`src/include/psc_pkg.sv`:
```
// Shared constants and types for the point and strobe command input block
package psc_pkg;

  localparam int          PSC_CLK_MHZ    = 250;
  localparam int          PSC_DEB_TIME_US = 1;
  localparam int          PSC_DEB_CYC    = PSC_DEB_TIME_US * PSC_CLK_MHZ;
  localparam int          PSC_CNT_W      = 8;
  localparam int          PSC_NIN        = 13;
  localparam int          PSC_PT_W       = 6;
  localparam logic [2:0]  PSC_PT_BASE    = 3'h3;
  localparam logic [2:0]  PSC_PT_MAXBITS = 3'h6;

  // Bit positions inside the contact vector
  localparam int          PSC_I_STB      = 6;
  localparam int          PSC_I_CCW      = 7;
  localparam int          PSC_I_CW       = 8;
  localparam int          PSC_I_HOME     = 9;
  localparam int          PSC_I_SRV      = 10;
  localparam int          PSC_I_MFA      = 11;
  localparam int          PSC_I_MFB      = 12;

  // Multi-function selections
  localparam logic [2:0]  PSC_MF_NONE    = 3'h0;
  localparam logic [2:0]  PSC_MF_ISTOP   = 3'h1;
  localparam logic [2:0]  PSC_MF_TSTOP   = 3'h2;
  localparam logic [2:0]  PSC_MF_DSTOP   = 3'h3;
  localparam logic [2:0]  PSC_MF_JOGP    = 3'h4;
  localparam logic [2:0]  PSC_MF_JOGN    = 3'h5;
  localparam logic [2:0]  PSC_MF_ACLR    = 3'h6;

  typedef enum logic [2:0] {
    PSC_ST_IDLE = 3'b001,
    PSC_ST_EXEC = 3'b010,
    PSC_ST_HOLD = 3'b100
  } psc_state_e;

  typedef enum logic [2:0] {
    PSC_CMD_MOVE  = 3'h0,
    PSC_CMD_ACLR  = 3'h1,
    PSC_CMD_HOME  = 3'h2,
    PSC_CMD_JOGP  = 3'h3,
    PSC_CMD_JOGN  = 3'h4
  } psc_cmd_e;

  // Contact levels: 1 means closed to the control supply common
  typedef struct packed {
    logic                multi_func_in_b;
    logic                multi_func_in_a;
    logic                servo_enable_in;
    logic                home_sensor_in;
    logic                cw_travel_inhibit;
    logic                ccw_travel_inhibit;
    logic                command_strobe;
    logic [PSC_PT_W-1:0] point_sel;
  } psc_contacts_s;

  typedef struct packed {
    logic [2:0] point_count_setting;
    logic       point_polarity_setting;
    logic       travel_inhibit_valid_setting;
    logic       travel_inhibit_polarity_setting;
    logic [1:0] travel_inhibit_action_setting;
    logic       home_sensor_polarity_setting;
    logic [1:0] servo_off_sequence_setting;
    logic       servo_enable_valid_setting;
    logic [2:0] multi_func_a_select;
    logic [2:0] multi_func_b_select;
    logic       multi_func_a_polarity;
    logic       multi_func_b_polarity;
  } psc_cfg_s;

  typedef struct packed {
    logic istop;
    logic tstop;
    logic dstop;
    logic jog_pos;
    logic jog_neg;
  } psc_mf_s;

endpackage

```
`src/verilog/psc_point_strobe_cmd.sv`:
```
// Point select and strobe command interpreter with discrete control inputs
`timescale 1ns/1ps

module psc_point_strobe_cmd #(
  parameter int DEB_CYC = psc_pkg::PSC_DEB_CYC
) (
  input  wire logic                          mclk,
  input  wire logic                          srst,
  input  wire psc_pkg::psc_contacts_s        contacts,
  input  wire psc_pkg::psc_cfg_s             cfg,
  input  wire logic                          cmd_done,
  output logic                               cmd_valid,
  output psc_pkg::psc_cmd_e                  cmd_kind,
  output logic [psc_pkg::PSC_PT_W-1:0]       cmd_point,
  output logic                               busy,
  output logic                               alarm_clear,
  output logic                               servo_on,
  output logic                               dyn_brake,
  output logic                               dev_clear,
  output logic                               home_active,
  output logic                               ccw_blocked,
  output logic                               cw_blocked,
  output logic [1:0]                         inhibit_action,
  output psc_pkg::psc_mf_s                   mf_req
);
  import psc_pkg::*;

  typedef struct packed {
    logic [PSC_NIN-1:0]                sync1;
    logic [PSC_NIN-1:0]                sync2;
    logic [PSC_NIN-1:0][PSC_CNT_W-1:0] cnt;
    logic [PSC_NIN-1:0]                filt;
    psc_state_e                        fsm;
    logic                              cmd_valid;
    psc_cmd_e                          cmd_kind;
    logic [PSC_PT_W-1:0]               cmd_point;
    logic                              busy;
    logic                              alarm_clear;
    logic                              servo_on;
    logic                              dyn_brake;
    logic                              dev_clear;
    logic                              home_active;
    logic                              ccw_blocked;
    logic                              cw_blocked;
    logic [1:0]                        inhibit_action;
    psc_mf_s                           mf_req;
    logic                              mf_aclr_prev;
  } psc_regs_s;

  localparam logic [PSC_CNT_W-1:0] DEB_LAST = PSC_CNT_W'(DEB_CYC - 1);

  psc_regs_s r_ff;
  psc_regs_s nxt_r;

  logic [2:0]          pt_bits;
  logic [PSC_PT_W-1:0] pt_max;
  logic [PSC_PT_W-1:0] pt_sel;
  logic                stb_act;
  logic                srv_act;
  logic                ccw_act;
  logic                cw_act;
  logic                mfa_act;
  logic                mfb_act;
  logic                mf_aclr;
  logic                servo_now;

  always_comb begin
    // Settings beyond six lines clamp to six
    // Compared at four bits so that large settings cannot wrap past the clamp
    pt_bits = (4'(cfg.point_count_setting) + 4'(PSC_PT_BASE) > 4'(PSC_PT_MAXBITS)) ? PSC_PT_MAXBITS
              : 3'(cfg.point_count_setting + PSC_PT_BASE);
    pt_max  = PSC_PT_W'((7'h01 << pt_bits) - 7'h01);
    // Unused upper lines are masked so they cannot alias a special point
    pt_sel  = (cfg.point_polarity_setting ? r_ff.filt[PSC_PT_W-1:0]
               : ~r_ff.filt[PSC_PT_W-1:0]) & pt_max;
    stb_act = r_ff.filt[PSC_I_STB];
    srv_act = cfg.servo_enable_valid_setting ? r_ff.filt[PSC_I_SRV] : 1'b1;
    ccw_act = cfg.travel_inhibit_valid_setting
              & (r_ff.filt[PSC_I_CCW] == cfg.travel_inhibit_polarity_setting);
    cw_act  = cfg.travel_inhibit_valid_setting
              & (r_ff.filt[PSC_I_CW] == cfg.travel_inhibit_polarity_setting);
    mfa_act = r_ff.filt[PSC_I_MFA] ^ ~cfg.multi_func_a_polarity;
    mfb_act = r_ff.filt[PSC_I_MFB] ^ ~cfg.multi_func_b_polarity;
    mf_aclr = (mfa_act & (cfg.multi_func_a_select == PSC_MF_ACLR))
              | (mfb_act & (cfg.multi_func_b_select == PSC_MF_ACLR));
    servo_now = srv_act;
  end

  always_comb begin
    nxt_r = r_ff;
    nxt_r.sync1 = contacts;
    nxt_r.sync2 = r_ff.sync1;
    // A level is accepted only after it stays put for the whole window
    for (int i = 0; i < PSC_NIN; i++) begin
      if (r_ff.sync2[i] == r_ff.filt[i]) begin
        nxt_r.cnt[i] = '0;
      end else if (r_ff.cnt[i] == DEB_LAST) begin
        nxt_r.cnt[i]  = '0;
        nxt_r.filt[i] = r_ff.sync2[i];
      end else begin
        nxt_r.cnt[i] = r_ff.cnt[i] + PSC_CNT_W'(1);
      end
    end

    nxt_r.servo_on       = servo_now;
    nxt_r.dyn_brake      = ~servo_now & cfg.servo_off_sequence_setting[0];
    nxt_r.dev_clear      = ~servo_now & cfg.servo_off_sequence_setting[1];
    nxt_r.home_active    = r_ff.filt[PSC_I_HOME] ^ cfg.home_sensor_polarity_setting;
    nxt_r.ccw_blocked    = ccw_act;
    nxt_r.cw_blocked     = cw_act;
    nxt_r.inhibit_action = cfg.travel_inhibit_action_setting;

    nxt_r.mf_req.istop   = (mfa_act & (cfg.multi_func_a_select == PSC_MF_ISTOP))
                           | (mfb_act & (cfg.multi_func_b_select == PSC_MF_ISTOP));
    nxt_r.mf_req.tstop   = (mfa_act & (cfg.multi_func_a_select == PSC_MF_TSTOP))
                           | (mfb_act & (cfg.multi_func_b_select == PSC_MF_TSTOP));
    nxt_r.mf_req.dstop   = (mfa_act & (cfg.multi_func_a_select == PSC_MF_DSTOP))
                           | (mfb_act & (cfg.multi_func_b_select == PSC_MF_DSTOP));
    // Jogs requested from the contacts still obey the travel inhibits
    nxt_r.mf_req.jog_pos = ~cw_act & ((mfa_act & (cfg.multi_func_a_select == PSC_MF_JOGP))
                           | (mfb_act & (cfg.multi_func_b_select == PSC_MF_JOGP)));
    nxt_r.mf_req.jog_neg = ~ccw_act & ((mfa_act & (cfg.multi_func_a_select == PSC_MF_JOGN))
                           | (mfb_act & (cfg.multi_func_b_select == PSC_MF_JOGN)));
    nxt_r.mf_aclr_prev   = mf_aclr;

    nxt_r.cmd_valid   = 1'b0;
    nxt_r.alarm_clear = mf_aclr & ~r_ff.mf_aclr_prev;

    case (r_ff.fsm)
      PSC_ST_IDLE: begin
        if (stb_act) begin
          nxt_r.busy      = 1'b1;
          nxt_r.cmd_point = pt_sel;
          if (pt_sel == '0) begin
            nxt_r.alarm_clear = 1'b1;
            nxt_r.fsm         = PSC_ST_HOLD;
          end else if (pt_sel == pt_max) begin
            nxt_r.cmd_valid = 1'b1;
            nxt_r.cmd_kind  = PSC_CMD_HOME;
            nxt_r.fsm       = PSC_ST_EXEC;
          end else if (pt_sel == pt_max - PSC_PT_W'(1)) begin
            // Normal rotation is taken as the CW direction
            nxt_r.cmd_valid = ~cw_act;
            nxt_r.cmd_kind  = PSC_CMD_JOGP;
            nxt_r.fsm       = cw_act ? PSC_ST_HOLD : PSC_ST_EXEC;
          end else if (pt_sel == pt_max - PSC_PT_W'(2)) begin
            nxt_r.cmd_valid = ~ccw_act;
            nxt_r.cmd_kind  = PSC_CMD_JOGN;
            nxt_r.fsm       = ccw_act ? PSC_ST_HOLD : PSC_ST_EXEC;
          end else begin
            nxt_r.cmd_valid = 1'b1;
            nxt_r.cmd_kind  = PSC_CMD_MOVE;
            nxt_r.fsm       = PSC_ST_EXEC;
          end
        end
      end
      PSC_ST_EXEC: begin
        // Strobe edges here are ignored
        if (cmd_done) begin
          nxt_r.fsm = PSC_ST_HOLD;
        end
      end
      PSC_ST_HOLD: begin
        if (!stb_act) begin
          nxt_r.busy = 1'b0;
          nxt_r.fsm  = PSC_ST_IDLE;
        end
      end
      default: begin
        nxt_r.fsm  = PSC_ST_IDLE;
        nxt_r.busy = 1'b0;
      end
    endcase
  end

  always_ff @(posedge mclk) begin
    if (srst) begin
      r_ff          <= '0;
      r_ff.fsm      <= PSC_ST_IDLE;
      r_ff.cmd_kind <= PSC_CMD_MOVE;
      // Seen as active out of reset so an open-active input cannot fake an edge
      r_ff.mf_aclr_prev <= 1'b1;
    end else begin
      r_ff <= nxt_r;
    end
  end

  assign cmd_valid      = r_ff.cmd_valid;
  assign cmd_kind       = r_ff.cmd_kind;
  assign cmd_point      = r_ff.cmd_point;
  assign busy           = r_ff.busy;
  assign alarm_clear    = r_ff.alarm_clear;
  assign servo_on       = r_ff.servo_on;
  assign dyn_brake      = r_ff.dyn_brake;
  assign dev_clear      = r_ff.dev_clear;
  assign home_active    = r_ff.home_active;
  assign ccw_blocked    = r_ff.ccw_blocked;
  assign cw_blocked     = r_ff.cw_blocked;
  assign inhibit_action = r_ff.inhibit_action;
  assign mf_req         = r_ff.mf_req;

  AST_PT0_CLEARS: assert property (@(posedge mclk) disable iff (srst)
    (r_ff.fsm == PSC_ST_IDLE && stb_act && pt_sel == '0) |=> (alarm_clear && !cmd_valid))
    else $error("point 0 strobe did not clear alarm");
  AST_MAX_HOMES: assert property (@(posedge mclk) disable iff (srst)
    (r_ff.fsm == PSC_ST_IDLE && stb_act && pt_sel == pt_max && pt_sel != '0)
    |=> (cmd_valid && cmd_kind == PSC_CMD_HOME))
    else $error("max point did not home");
  AST_JOGP: assert property (@(posedge mclk) disable iff (srst)
    (r_ff.fsm == PSC_ST_IDLE && stb_act && pt_sel == pt_max - PSC_PT_W'(1) && pt_sel != '0)
    |=> (cmd_kind == PSC_CMD_JOGP))
    else $error("max-1 did not select normal jog");
  AST_JOGN: assert property (@(posedge mclk) disable iff (srst)
    (r_ff.fsm == PSC_ST_IDLE && stb_act && pt_sel == pt_max - PSC_PT_W'(2) && pt_sel != '0)
    |=> (cmd_kind == PSC_CMD_JOGN))
    else $error("max-2 did not select reverse jog");
  AST_NO_CCW: assert property (@(posedge mclk) disable iff (srst)
    (cmd_valid && cmd_kind == PSC_CMD_JOGN) |-> !$past(ccw_act))
    else $error("reverse jog issued under CCW inhibit");
  AST_NO_CW: assert property (@(posedge mclk) disable iff (srst)
    (cmd_valid && cmd_kind == PSC_CMD_JOGP) |-> !$past(cw_act))
    else $error("normal jog issued under CW inhibit");
  AST_SRV_OFF: assert property (@(posedge mclk) disable iff (srst)
    (!srv_act && cfg.servo_off_sequence_setting == 2'h3) ##1 $stable(cfg.servo_off_sequence_setting)
    |-> (!servo_on && dyn_brake && dev_clear))
    else $error("servo-off sequence not applied");
  AST_BUSY_HOLD: assert property (@(posedge mclk) disable iff (srst)
    (busy && stb_act) |=> busy)
    else $error("busy dropped while strobe closed");
  AST_ONE_CMD: assert property (@(posedge mclk) disable iff (srst)
    cmd_valid |=> (!cmd_valid)[*2])
    else $error("second command taken while busy");
  AST_DEB: assert property (@(posedge mclk) disable iff (srst)
    $changed(r_ff.filt[PSC_I_STB]) |-> $past(r_ff.cnt[PSC_I_STB]) == DEB_LAST)
    else $error("strobe filter changed before window");
  AST_MOVE_ISSUE: assert property (@(posedge mclk) disable iff (srst)
    (r_ff.fsm == PSC_ST_IDLE && stb_act && pt_sel != '0 && pt_sel < pt_max - PSC_PT_W'(2))
    |=> (cmd_valid && cmd_kind == PSC_CMD_MOVE && busy))
    else $error("ordinary point did not issue a move");
  AST_PT_LATCH: assert property (@(posedge mclk) disable iff (srst)
    (r_ff.fsm == PSC_ST_IDLE && stb_act) |=> (cmd_point == $past(pt_sel)))
    else $error("selected point not captured");
  AST_PT_POL: assert property (@(posedge mclk) disable iff (srst)
    (r_ff.fsm == PSC_ST_IDLE && stb_act && !cfg.point_polarity_setting)
    |=> (cmd_point == ($past(~r_ff.filt[PSC_PT_W-1:0]) & $past(pt_max))))
    else $error("open-active point lines not inverted");
  AST_BUSY_SET: assert property (@(posedge mclk) disable iff (srst)
    (r_ff.fsm == PSC_ST_IDLE && stb_act) |=> busy)
    else $error("busy not raised on accepted strobe");
  AST_BUSY_DROP: assert property (@(posedge mclk) disable iff (srst)
    (r_ff.fsm == PSC_ST_HOLD && busy && !stb_act) |=> !busy)
    else $error("busy kept after strobe opened");
  AST_SERVO_ENABLE_IN: assert property (@(posedge mclk) disable iff (srst)
    (cfg.servo_enable_valid_setting && r_ff.filt[PSC_I_SRV]) |=> servo_on)
    else $error("closed servo enable did not give servo-on");
  AST_SRV_IGNORE: assert property (@(posedge mclk) disable iff (srst)
    !cfg.servo_enable_valid_setting |=> servo_on)
    else $error("invalid servo enable input not ignored");
  AST_HOME_POL: assert property (@(posedge mclk) disable iff (srst)
    (!cfg.home_sensor_polarity_setting && r_ff.filt[PSC_I_HOME]) |=> home_active)
    else $error("closed home sensor not active by default");
  AST_ACTION: assert property (@(posedge mclk) disable iff (srst)
    1'b1 |=> (inhibit_action == $past(cfg.travel_inhibit_action_setting)))
    else $error("inhibit action not passed on");
  AST_INHIBIT_OFF: assert property (@(posedge mclk) disable iff (srst)
    !cfg.travel_inhibit_valid_setting |=> (!ccw_blocked && !cw_blocked))
    else $error("travel inhibit honoured while invalid");
  AST_MF_STOP: assert property (@(posedge mclk) disable iff (srst)
    (mfa_act && cfg.multi_func_a_select == PSC_MF_ISTOP) |=> mf_req.istop)
    else $error("instantaneous stop not requested");
  AST_MF_POL: assert property (@(posedge mclk) disable iff (srst)
    (!r_ff.filt[PSC_I_MFB] && !cfg.multi_func_b_polarity && cfg.multi_func_b_select == PSC_MF_ISTOP)
    |=> mf_req.istop)
    else $error("open-active multi-function input ignored");

  COV_MOVE: cover property (@(posedge mclk) disable iff (srst)
    cmd_valid && cmd_kind == PSC_CMD_MOVE);
  COV_HOME: cover property (@(posedge mclk) disable iff (srst)
    cmd_valid && cmd_kind == PSC_CMD_HOME);
  COV_BLOCKED: cover property (@(posedge mclk) disable iff (srst)
    r_ff.fsm == PSC_ST_IDLE && stb_act && cw_act && pt_sel == pt_max - PSC_PT_W'(1));
  COV_RELEASE: cover property (@(posedge mclk) disable iff (srst)
    busy ##1 !busy);
  COV_JOGN: cover property (@(posedge mclk) disable iff (srst)
    cmd_valid && cmd_kind == PSC_CMD_JOGN);

endmodule

```
`config.mk`:
```
export PLATFORM = sky130hd
export DESIGN_NAME = psc_point_strobe_cmd
export DESIGN_NICKNAME = d
export VERILOG_FILES = /design/src/include/psc_pkg.sv /design/src/verilog/psc_point_strobe_cmd.sv
export SDC_FILE = /design/constraint.sdc
export NUM_CORES = 1
export LEC_CHECK = 0
export CAP_MARGIN = 25
export CORE_ASPECT_RATIO = 1.75
export CORE_MARGIN = 5
export CORE_UTILIZATION = 49
export DETAILED_ROUTE_END_ITERATION = 8
export DONT_BUFFER_PORTS = 1
export PLACE_DENSITY = 0.77
export SYNTH_ARGS = -nofsm -noshare
export SYNTH_HDL_FRONTEND = slang
export SYNTH_SLANG_ARGS = --single-unit
```
`constraint.sdc`:
```
create_clock -name mclk -period 3.15 [get_ports mclk]
set_input_delay 0.63 -clock mclk [delete_from_list [all_inputs] [get_ports mclk]]
set_output_delay 0.63 -clock mclk [all_outputs]
set_load 0.02 [all_outputs]
```
# Word-level counts from Yosys, hierarchy flattened
# Cells that the tools add are included.
totals:
  regBits: 172
  inputBits: 36
  out_inout_bits: 25
  elab_cells: 219
op_classes:
  n_addsub: 18
  magnitude_cmp: 1
  n_eq_ne: 49
  n_shift: 1
  mux: 18
  bitwise: 53
  n_reduce_logical: 32
op_table:
  columns: ["cell", "n"]
  rows:
  - ["$add A8 B1 Y8 const B", 13]
  - ["$eq A8 B8 Y1 const B", 13]
  - ["$reduce_or A3 Y1", 13]
  - ["$reduce_and A2 Y1", 14]
  - ["$not A1 Y1", 23]
  - ["$eq A3 B3 Y1 const B", 7]
  - ["$mux W7", 3]
  - ["$and A1 B1 Y1", 19]
  - ["$eq A6 B6 Y1", 3]
  - ["$mux W3", 6]
  - ["$eq A1 B1 Y1", 15]
  - ["$eq A3 B2 Y1 const B", 5]
  - ["$mux W15", 1]
  - ["$sub A6 B1 Y6 const B", 2]
  - ["$eq A3 B1 Y1 const B", 3]
  - ["$pmux W3 S3", 1]
  - ["$reduce_and A3 Y1", 3]
  - ["$and A6 B6 Y6", 1]
  - ["$logic_not A6 Y1", 1]
  - ["$mux W6", 1]
  - ["$ne A2 B2 Y1 const B", 3]
  - ["$not A6 Y6", 1]
  - ["$or A1 B1 Y1", 6]
  - ["$shl A1 B3 Y6 const A", 1]
  - ["other kinds (9)", 14]

# Longest topological paths before layout
# Gate-level depths: netlist (run 1).
logic_depth:
  depth_word: 13
  depth_mapped: 11
  depth_no_buf: 11

# Least setup slack after synthesis (run 1)
# No wires, ideal clock.
synth_timing:
  path_kind: "in2reg"
  start: "input cfg[17] in the netlist's numbering"
  end: "register r_ff[27] in the netlist's numbering"
  setup_time_ns: 0.128
  arrival_ns: 3.176
  path_slack_ns: -0.154
  cell_stages: 11
  path_cell_list: "inv_1 ha_1 nor3b_1 o21ai_0 ha_1 xnor2_2 ha_1 or3_4 a2111oi_4 a211o_1 o21ai_1"
synth_via:
  elab_chain_cells: 13
  elab_cells_between_ends: 19
  classes_between: "add/sub (5); order compare (1); eq/ne (3); shift (1); mux (7); bitwise (1); reduce/logical (1)"
synth_rtl:
  columns: ["item", "line_no", "text"]
  rows:
  - ["from (decl)", "psc_point_strobe_cmd.sv:10", "input wire psc_pkg::psc_cfg_s cfg,"]
  - ["$add A3 B2 Y4", "psc_point_strobe_cmd.sv:70", "pt_bits = (4'(cfg.point_count_setting) + 4'(PSC_PT_BASE) > 4'(PSC_PT_MAXBITS)) ? PSC_PT_MAXBITS"]
  - ["$gt A4 B3 Y1", "psc_point_strobe_cmd.sv:70", null]
  - ["$mux W3 *", "psc_point_strobe_cmd.sv:70", null]
  - ["$shl A1 B3 Y6 *", "psc_point_strobe_cmd.sv:72", "pt_max = PSC_PT_W'((7'h01 << pt_bits) - 7'h01);"]
  - ["$sub A6 B1 Y6 *", "psc_point_strobe_cmd.sv:72", null]
  - ["$sub A6 B2 Y6 / $and A6 B6 Y6 (equally long branches)", "psc_point_strobe_cmd.sv:146, psc_point_strobe_cmd.sv:75", null]
  - ["$eq A6 B6 Y1", "psc_point_strobe_cmd.sv:146", "end else if (pt_sel == pt_max - PSC_PT_W'(2)) begin"]
  - ["$mux W7", "psc_point_strobe_cmd.sv:146", null]
  - ["$mux W7", "psc_point_strobe_cmd.sv:141", "end else if (pt_sel == pt_max - PSC_PT_W'(1)) begin"]
  - ["$mux W7", "psc_point_strobe_cmd.sv:137", "end else if (pt_sel == pt_max) begin"]
  - ["$mux W3 *", "psc_point_strobe_cmd.sv:134", "if (pt_sel == '0) begin"]
  - ["$mux W15 *", "psc_point_strobe_cmd.sv:131", "if (stb_act) begin"]
  - ["$pmux W3 S3 *", "psc_point_strobe_cmd.sv:129", "case (r_ff.fsm)"]
  - ["to (signal assigned)", "psc_point_strobe_cmd.sv:184", "r_ff <= nxt_r;"]
  - ["to (decl)", "psc_point_strobe_cmd.sv:52", "psc_regs_s r_ff;"]
# Every way passes the cells marked *; elsewhere a longest branch is shown, timed or not. The select of a mux whose other input is x is not followed.
# A chain may end at the register's enable or synchronous reset.

# Final worst setup path (run 1)
# Same ends and word-level chain as after synthesis.

==> qor.yml, run 1 <==
outcome:
  status: "finished clean"
die:
  die_area_um2: 17600
  core_um2: 14800
  rows: 59
  fp.dieW_um: 102
  fp.dieH_um: 172
  io_pins: 61
  start_util_pct: 49.6
power:
  pwr-share-comb_pct: 3.2
  swShare_pct: 22.2
  p_leak_nw: 2.80
  worst_ir_drop_vdd_mv: 0.336
  pwr-share-clk_pct: 44.0
  p_switching_w: 0.000937
  power_density_nw_per_um2: 531
  internal_power_w: 0.00328
  seq_power_share_pct: 52.8
global_routing:
  grt_overflow: 0
  grt_max_degree: 73
  grt_pass1_wl_mm: 22.1
  track_usage_pct: 15.7
  antenna_found_initial: 0
  grt_pass1_vias: 5003
routing:
  ant_nets: 0
  drt-pass1-iter-count: 5
  drt_iter0_drc: 131
  num_vias: 5070
  drcViolationCount: 0
  postRouteWirelength_mm: 12.8
  wl_per_cell_um: 13.0
  viasPerCell: 5.13
worst_setup_path:
  critPathLaunch: "cfg[17]"
  r2r_start: "r_ff[35]"
  startpoint_type: "input pin"
  critPathKind: "in2reg"
  cp_data_arrival_time_ps: 3060
  path_max_fanout: 8
  r2r_slack_ps: 1130
  cp-end-kind: "register"
  cp.required_ps: 3440
yosys:
  synth.net_count: 873
  ys_types: 58
  synth_top_cell_by_area: "dfxtp_1"
  seq_area_frac_synth_pct: 47.0
  synth_edf_count: 0
  synth_common_cells: "dfxtp_1, nor2_1, xnor2_1, nand2_1, nand3_1"
  postSynthAreaPerCell_um2: 9.07
  ys_top_cells_by_area: "dfxtp_1, nor2_1, xnor2_1"
  yosysWarnings: 0
  synth_area_um2: 7320
  yosysMostFrequentCell: "dfxtp_1"
  synth_seq_cells: 172
  synth_cells: 807
  ys.flop_type: "dfxtp_1"
  async_reset_ff_share_pct: 0
  synth_top_cell_area_share_pct: 47.0
sta:
  period_share_pct: 88.2
  finalSetupViolCount: 0
  setup_tns_ps: 0
  skew_ps: 13.1
  hold_viol_final: 0
  worst_pin_slew_ps: 979
  rsz0062_at_grt: "no"
  layout_min_cycle_time_ps: 2780
  fmaxAchievable_mhz: 360
  slew_headroom_pct: 34.3
  drv_slew: 0
clocking:
  cts_setup_buffers: 0
  cts.clk_slew.worst_paths_ps: 60
  cts_tree: "done"
  clock_sinks: 172
  cts_hold_buf: 0
  ctsResizeCount: 0
  root_buffer: "clkbuf_16"
  h-tree-depth: 4
  cts_buffer_depth: 2
  cts_made_buffers: 17
  clk-insertion-delay-late_ps: 420
placement:
  gp_congestion: 0.822
  port_buffers: 0
  dpl.hpwl_mm: 9.48
final_layout:
  diodes: 0
  finish.utilization_pct: 53.8
  drive_above_1_share_pct: 7.44
  area_delta_synth_final_pct: 8.48
  layout.nets: 860
worst_hold_path:
  min_from: "srst"
  hp-class: "in2reg"
run:
  max_cap_viol_count: 0
==> layout make-up <==
type | instances | area, um^2
Tap cell | 183 | 229
Inverter | 22 | 82.6
Clock buffer | 19 | 433
Fill cell | 1356 | 6820
Timing Repair Buffer | 9 | 67.6
Clock inverter | 12 | 91.3
Multi-Input combinational cell | 572 | 3600
Sequential cell | 172 | 3440
==> through the flow <==
step	std cells	hold slack (ps)	instance area, um^2	worst slack (ps)	power [W]
global route	989	263	7940	278	0.00439
CTS	989	266	7940	376	0.00428
global placement	958	420	7420	-14.7	0.00241
floorplan	807	414	7340	6.99	0.00240
finish	989	284	7940	373	0.00422
detailed placement	958	420	7420	-60.3	0.00241
==> worst paths after layout <==
check                 endpoint  cells after the start
hold / removal    cmd_point[4]                      1
setup / recovery      r_ff[27]                     11
hold reg to reg      r_ff[147]                      1
setup reg to reg      r_ff[27]                      5
==> logic make-up (layout without fill, tap and decap cells) <==
family / after synthesis / after routing / synth area share (%)
fa+ha+maj: 30 / 30 / 5.13
buf+inv: 63 / 62 / 4.17
mux: 13 / 13 / 1.78
flops: 172 / 172 / 47.0
compound gates: 44 / 44 / 4.43
xor+xnor: 108 / 108 / 13.0
simple gates: 377 / 377 / 24.5
==> worst max-delay path, stage by stage <==
cell       delay [ps]
inv_1              40
ha_1              250
and2b_2           230
o21ai_2           160
ha_2              270
xnor2_4           130
ha_1              260
or3_4             400
a2111oi_4         420
a211o_1           200
o21ai_1            60
==> layout by cell type (no fill, tap or decap), types with 5 or more instances in the layout <==
cell	Yosys	routed
nand3b_1	5	5
nor2b_1	30	30
nor3_1	18	18
nand3_1	48	48
xor2_1	47	47
a21oi_1	17	17
xnor2_1	60	60
and3_1	14	14
clkbuf_16	0	17
dfxtp_1	172	172
nor2_1	165	165
buf_4	16	9
nand2_1	55	55
ha_1	30	29
mux2i_1	13	13
o21ai_0	6	5
or3_1	14	14
inv_1	21	21
==> power groups by stage <==
| stage | Sequential [W] | Clock (W) | Combinational [W] |
|---|---|---|---|
| 2_1_floorplan | 0.00227 | 0 | 0.000130 |
| 3_3_place_gp | 0.00228 | 0 | 0.000135 |
| 3_5_place_dp | 0.00228 | 0 | 0.000138 |
| 4_1_cts | 0.00223 | 0.00192 | 0.000139 |
| 5_1_grt | 0.00223 | 0.00201 | 0.000153 |
| 6_report | 0.00223 | 0.00186 | 0.000137 |
==> flip-flops by register name (all words and copies together), names as in the netlist, 2 cells and up <==
register        count
r_ff              134
inhibit_action      2
mf_req              5
cmd_point           6
cmd_kind            3
nxt_r              13
==> layer usage <==
layer / vias to the layer above / track usage, % / wire [um]
met5: - / 0 / 0
met4: 0 / 6.40 / 301
met3: 26 / 3.94 / 623
met2: 98 / 28.4 / 6780
met1: 2351 / 17.1 / 5130
li1: 2595 / - / -
Power figures use the tool's default switching activity.
==> inputs of run 2 (changes only) <==
Settings changed: PLACE_DENSITY 0.77 to unset, PLACE_DENSITY_LB_ADDON set to 0.3.
==> run 2 against run 1 <==
Effect of this change: sequential power barely moved; flip-flop and latch count stayed put; worst setup slack lost 120 ps; total power increased by 3.2%; register-to-register slack improved by 80 ps; largest cell class unchanged; critical path type unchanged; clock skew down 4.3 ps; critical path depth did not move; global-route usage rose by 0.69 points; combinational power barely moved.
==> qor.yml, run 2 (synthesized netlist as in run 1, its figures left out) <==
sta:
  hold_slack_ps: 293
  finalSetupViolCount: 0
  fmaxAchievable_mhz: 345
  drv_slew: 0
  hold_viol_final: 0
  finalWorstSetupSlack_ps: 250
  skew_ps: 8.78
  period_share_pct: 92.1
  layout_min_cycle_time_ps: 2900
  worst_pin_slew_ps: 946
  slew_headroom_pct: 36.5
  rsz0062_at_grt: "no"
worst_hold_path:
  min_from: "srst"
  whs_path_depth: 1
  hp-class: "in2reg"
  holdPathEnd: "r_ff[146]"
final_layout:
  largest_reg_flops: 134
  regMostFlops: "r_ff"
  n_fill_cell: 1385
  multi_input_area_um2: 3600
  final_area_um2: 7970
  layout_common_cells: "dfxtp_1, nor2_1, xnor2_1"
  layout.nets: 858
  layoutNonFillerInstCount: 988
  area_delta_synth_final_pct: 8.83
  seqCellArea_um2: 3440
  diodes: 0
  final_common_cell: "dfxtp_1"
  drive_above_1_share_pct: 7.33
clocking:
  clk-insertion-delay-late_ps: 420
  cts_setup_buffers: 0
  cts_made_buffers: 17
  cts_tree: "done"
  cts_buffer_depth: 2
  h-tree-depth: 4
  cts_hold_buf: 0
  ctsResizeCount: 0
  cts.clk_slew.worst_paths_ps: 70
  clock_sinks: 172
  root_buffer: "clkbuf_16"
global_routing:
  grt_pass1_vias: 5170
  grt_use_met2_pct: 29.8
  use_met1_pct: 17.1
  grt_max_degree: 73
  grt_overflow: 0
  track_usage_pct: 16.4
  grt_pass1_wl_mm: 22.9
  antenna_found_initial: 0
  grt_util_met3_pct: 4.91
  top_usage_layer: "met2"
routing:
  ant_nets: 0
  drt_iter0_drc: 108
  drcViolationCount: 0
  viasPerCell: 5.18
  drt-pass1-iter-count: 5
  wl_per_cell_um: 13.8
  num_vias: 5113
  postRouteWirelength_mm: 13.6
die:
  fp.dieH_um: 172
  start_util_pct: 49.6
  core_um2: 14800
  io_pins: 61
  rows: 59
  fp.dieW_um: 102
  die_area_um2: 17600
power:
  worst_ir_drop_vdd_mv: 0.353
  p_leak_nw: 2.81
  pwr-share-clk_pct: 45.8
  power_density_nw_per_um2: 547
  pwr-share-comb_pct: 3.1
  p_switching_w: 0.000977
  p_total_w: 0.00436
  swShare_pct: 22.4
  internal_power_w: 0.00338
  seq_power_share_pct: 51.1
worst_setup_path:
  cp-end-kind: "register"
  rr_endpoint: "r_ff[27]"
  reg2regPathDepth: 5
  r2r_start: "r_ff[35]"
  r2r_slack_ps: 1210
  startpoint_type: "input pin"
  path_max_fanout: 8
  cp.required_ps: 3440
  critPathKind: "in2reg"
  cp_data_arrival_time_ps: 3190
placement:
  placed_area_um2: 7400
  place_ws_ps: -180
  gp_congestion: 0.857
  dp_cells: 956
  port_buffers: 0
  dpl.hpwl_mm: 10.1
run:
  max_cap_viol_count: 0
outcome:
  status: "finished clean"
## run 2: cell count changes in the layout (fill, tap and decap cells not counted), sizes merged
cell	previous run	this run
clkinv	6	5
clkinvlp	2	1
bufinv	0	1
buf	9	7
inv	26	28
## run 2: stage by stage
| step | setup TNS [ps] | util (%) |
|---|---|---|
| 2_1_floorplan | 0 | - |
| 3_3_place_gp | -64.3 | 50.1 |
| 3_5_place_dp | -581 | 50.1 |
| 4_1_cts | 0 | 54.0 |
| 5_1_grt | 0 | 54.0 |
| 6_report | 0 | 54.0 |
## run 2: worst max path at each step
stage,from,cells after the start,endpoint
2_1_floorplan,cfg[17],11,r_ff[27]
5_1_grt,cfg[17],11,cmd_kind[0]
6_report,cfg[17],11,r_ff[27]
3_5_place_dp,cfg[17],11,r_ff[27]
4_1_cts,cfg[17],11,r_ff[27]
3_3_place_gp,cfg[17],11,r_ff[27]
## run 2: worst max-delay path, stage by stage
cell       delay [ps]
inv_1              30
ha_1              320
nor2b_1           280
o21ai_2           130
ha_2              250
xnor2_4           190
ha_1              260
or3_4             400
a2111oi_4         410
a211o_1           210
o21ai_1            60
## run 2: cell type report
cell class | count | share of cell area, %
Clock buffer | 19 | 5.43
Clock inverter | 13 | 1.66
Tap cell | 183 | 2.87
Sequential cell | 172 | 43.2
Multi-Input combinational cell | 572 | 45.1
Inverter | 22 | 1.04
Timing Repair Buffer | 7 | 0.659
## run 2: metal layers
metal	vias up	wire [um]	part of all wire [%]
li1	2593	-	-
met1	2408	5370	39
met2	87	7260	53
met3	25	574	4.2
met4	0	419	3.1
met5	-	0	0
## run 2: power by group through the flow
stage          registers, W  clock network [W]  logic [W]
6_report            0.00223            0.00199   0.000135
5_1_grt             0.00223            0.00215   0.000151
4_1_cts             0.00223            0.00204   0.000137
3_5_place_dp        0.00228                  0   0.000136
3_3_place_gp        0.00228                  0   0.000131
2_1_floorplan       0.00227                  0   0.000130
==> inputs of run 3 (changes only) <==
Settings changed: CORE_UTILIZATION 49 to 40.
==> run 3 against run 2 <==
Effect of this change: critical path depth is the same; total power about the same; non-clock buffer count increased by 3; critical path type unchanged; critical endpoint unchanged; largest power group unchanged; highest routed layer unchanged.
==> qor.yml, run 3 (synthesized netlist as in run 1, its figures left out) <==
clocking:
  h-tree-depth: 4
  clock_sinks: 172
  cts.clk_slew.worst_paths_ps: 60
  clk-insertion-delay-late_ps: 420
  cts_hold_buf: 0
  cts_buffer_depth: 2
  cts_made_buffers: 17
  cts_setup_buffers: 0
  root_buffer: "clkbuf_16"
  cts_tree: "done"
  ctsResizeCount: 0
global_routing:
  grt_use_met2_pct: 23.4
  grt_util_met3_pct: 3.58
  grt_pass1_wl_mm: 23.0
  track_usage_pct: 13.4
  grt_max_degree: 73
  use_met1_pct: 14.8
  antenna_found_initial: 0
  grt_overflow: 0
  top_usage_layer: "met2"
  grt_pass1_vias: 5016
worst_setup_path:
  path_max_fanout: 8
  cp_data_arrival_time_ps: 3080
  rr_endpoint: "r_ff[27]"
  startpoint_type: "input pin"
  r2r_slack_ps: 1220
  cp.required_ps: 3450
  reg2regPathDepth: 5
  critPathKind: "in2reg"
  r2r_start: "r_ff[35]"
  cp-end-kind: "register"
final_layout:
  final_common_cell: "dfxtp_1"
  regMostFlops: "r_ff"
  area_delta_synth_final_pct: 10.0
  finish.utilization_pct: 44.6
  n_fill_cell: 1791
  diodes: 0
  layout_common_cells: "dfxtp_1, nor2_1, xnor2_1"
  layout.nets: 861
  largest_reg_flops: 134
  drive_above_1_share_pct: 7.80
power:
  power_density_nw_per_um2: 541
  worst_ir_drop_vdd_mv: 0.299
  p_leak_nw: 2.81
die:
  die_area_um2: 21200
  fp.dieW_um: 112
  core_um2: 18100
  io_pins: 61
  start_util_pct: 40.6
  rows: 65
  fp.dieH_um: 189
routing:
  drt-pass1-iter-count: 5
  drt_iter0_drc: 169
  ant_nets: 0
  drcViolationCount: 0
  postRouteWirelength_mm: 13.4
  viasPerCell: 4.87
  num_vias: 5077
  wl_per_cell_um: 12.9
sta:
  rsz0062_at_grt: "no"
  skew_ps: 6.59
  fmaxAchievable_mhz: 360
  drv_slew: 0
  hold_slack_ps: 287
  hold_viol_final: 0
  period_share_pct: 88.2
  slew_headroom_pct: 39.3
  worst_pin_slew_ps: 904
  layout_min_cycle_time_ps: 2780
  finalSetupViolCount: 0
worst_hold_path:
  whs_path_depth: 1
  holdPathEnd: "cmd_point[1]"
  min_from: "srst"
  hp-class: "in2reg"
placement:
  port_buffers: 0
  dpl.hpwl_mm: 9.74
  gp_congestion: 0.827
run:
  max_cap_viol_count: 0
outcome:
  status: "finished clean"
==> run 3: how the worst max path moves through the flow <==
stage                        from  endpoint  slack (ps)  cells after the start
after floorplan           cfg[17]  r_ff[27]           7                     11
after global placement    cfg[17]  r_ff[27]         -40                     11
after detailed placement  cfg[17]  r_ff[27]         -50                     11
after CTS                 cfg[17]  r_ff[27]         400                     11
after global routing      cfg[17]  r_ff[27]         300                     11
final                     cfg[17]  r_ff[27]         370                     11
==> run 3: area by class of cell <==
type,count,area [um^2],share of cell area (%)
well taps,234,293,3.64
inverters,22,82.6,1.03
repair buffers,10,75.1,0.932
clock buffers,18,429,5.33
multi-input cells,572,3600,44.6
flip-flops and latches,172,3440,42.8
clock inverters,14,135,1.68
==> run 3: per-layer routing <==
metal,share of wire [%],vias to the layer above
li1,-,2603
met1,42,2370
met2,51,77
met3,4.2,27
met4,2.7,0
met5,0,-
==> run 3: where the power goes <==
part	internal [W]	switching (W)	leakage (nW)	total, W
logic	0.0000675	0.0000698	1.15	0.000137
registers	0.00220	0.0000238	1.39	0.00223
clock network	0.00110	0.000887	0.265	0.00199
total	0.00337	0.000981	2.81	0.00436
==> run 3: metrics by stage <==
stage / cell area, um^2 / setup TNS, ps / instances / worst slack [ps] / total power [W]
floorplan: 7340 / 0 / 807 / 6.99 / 0.00240
global placement: 7490 / -52.4 / 1010 / -36.1 / 0.00241
detailed placement: 7490 / -80.0 / 1010 / -50.5 / 0.00242
CTS: 8050 / 0 / 1042 / 400 / 0.00443
global route: 8050 / 0 / 1042 / 305 / 0.00454
finish: 8050 / 0 / 1042 / 373 / 0.00436
==> run 3: critical path: stages <==
cell	delay [ps]
inv_1	40
ha_1	300
nor2b_1	240
o21ai_2	120
ha_2	240
xnor2_4	150
ha_1	280
or3_4	400
a2111oi_4	400
a211o_1	200
o21ai_1	60
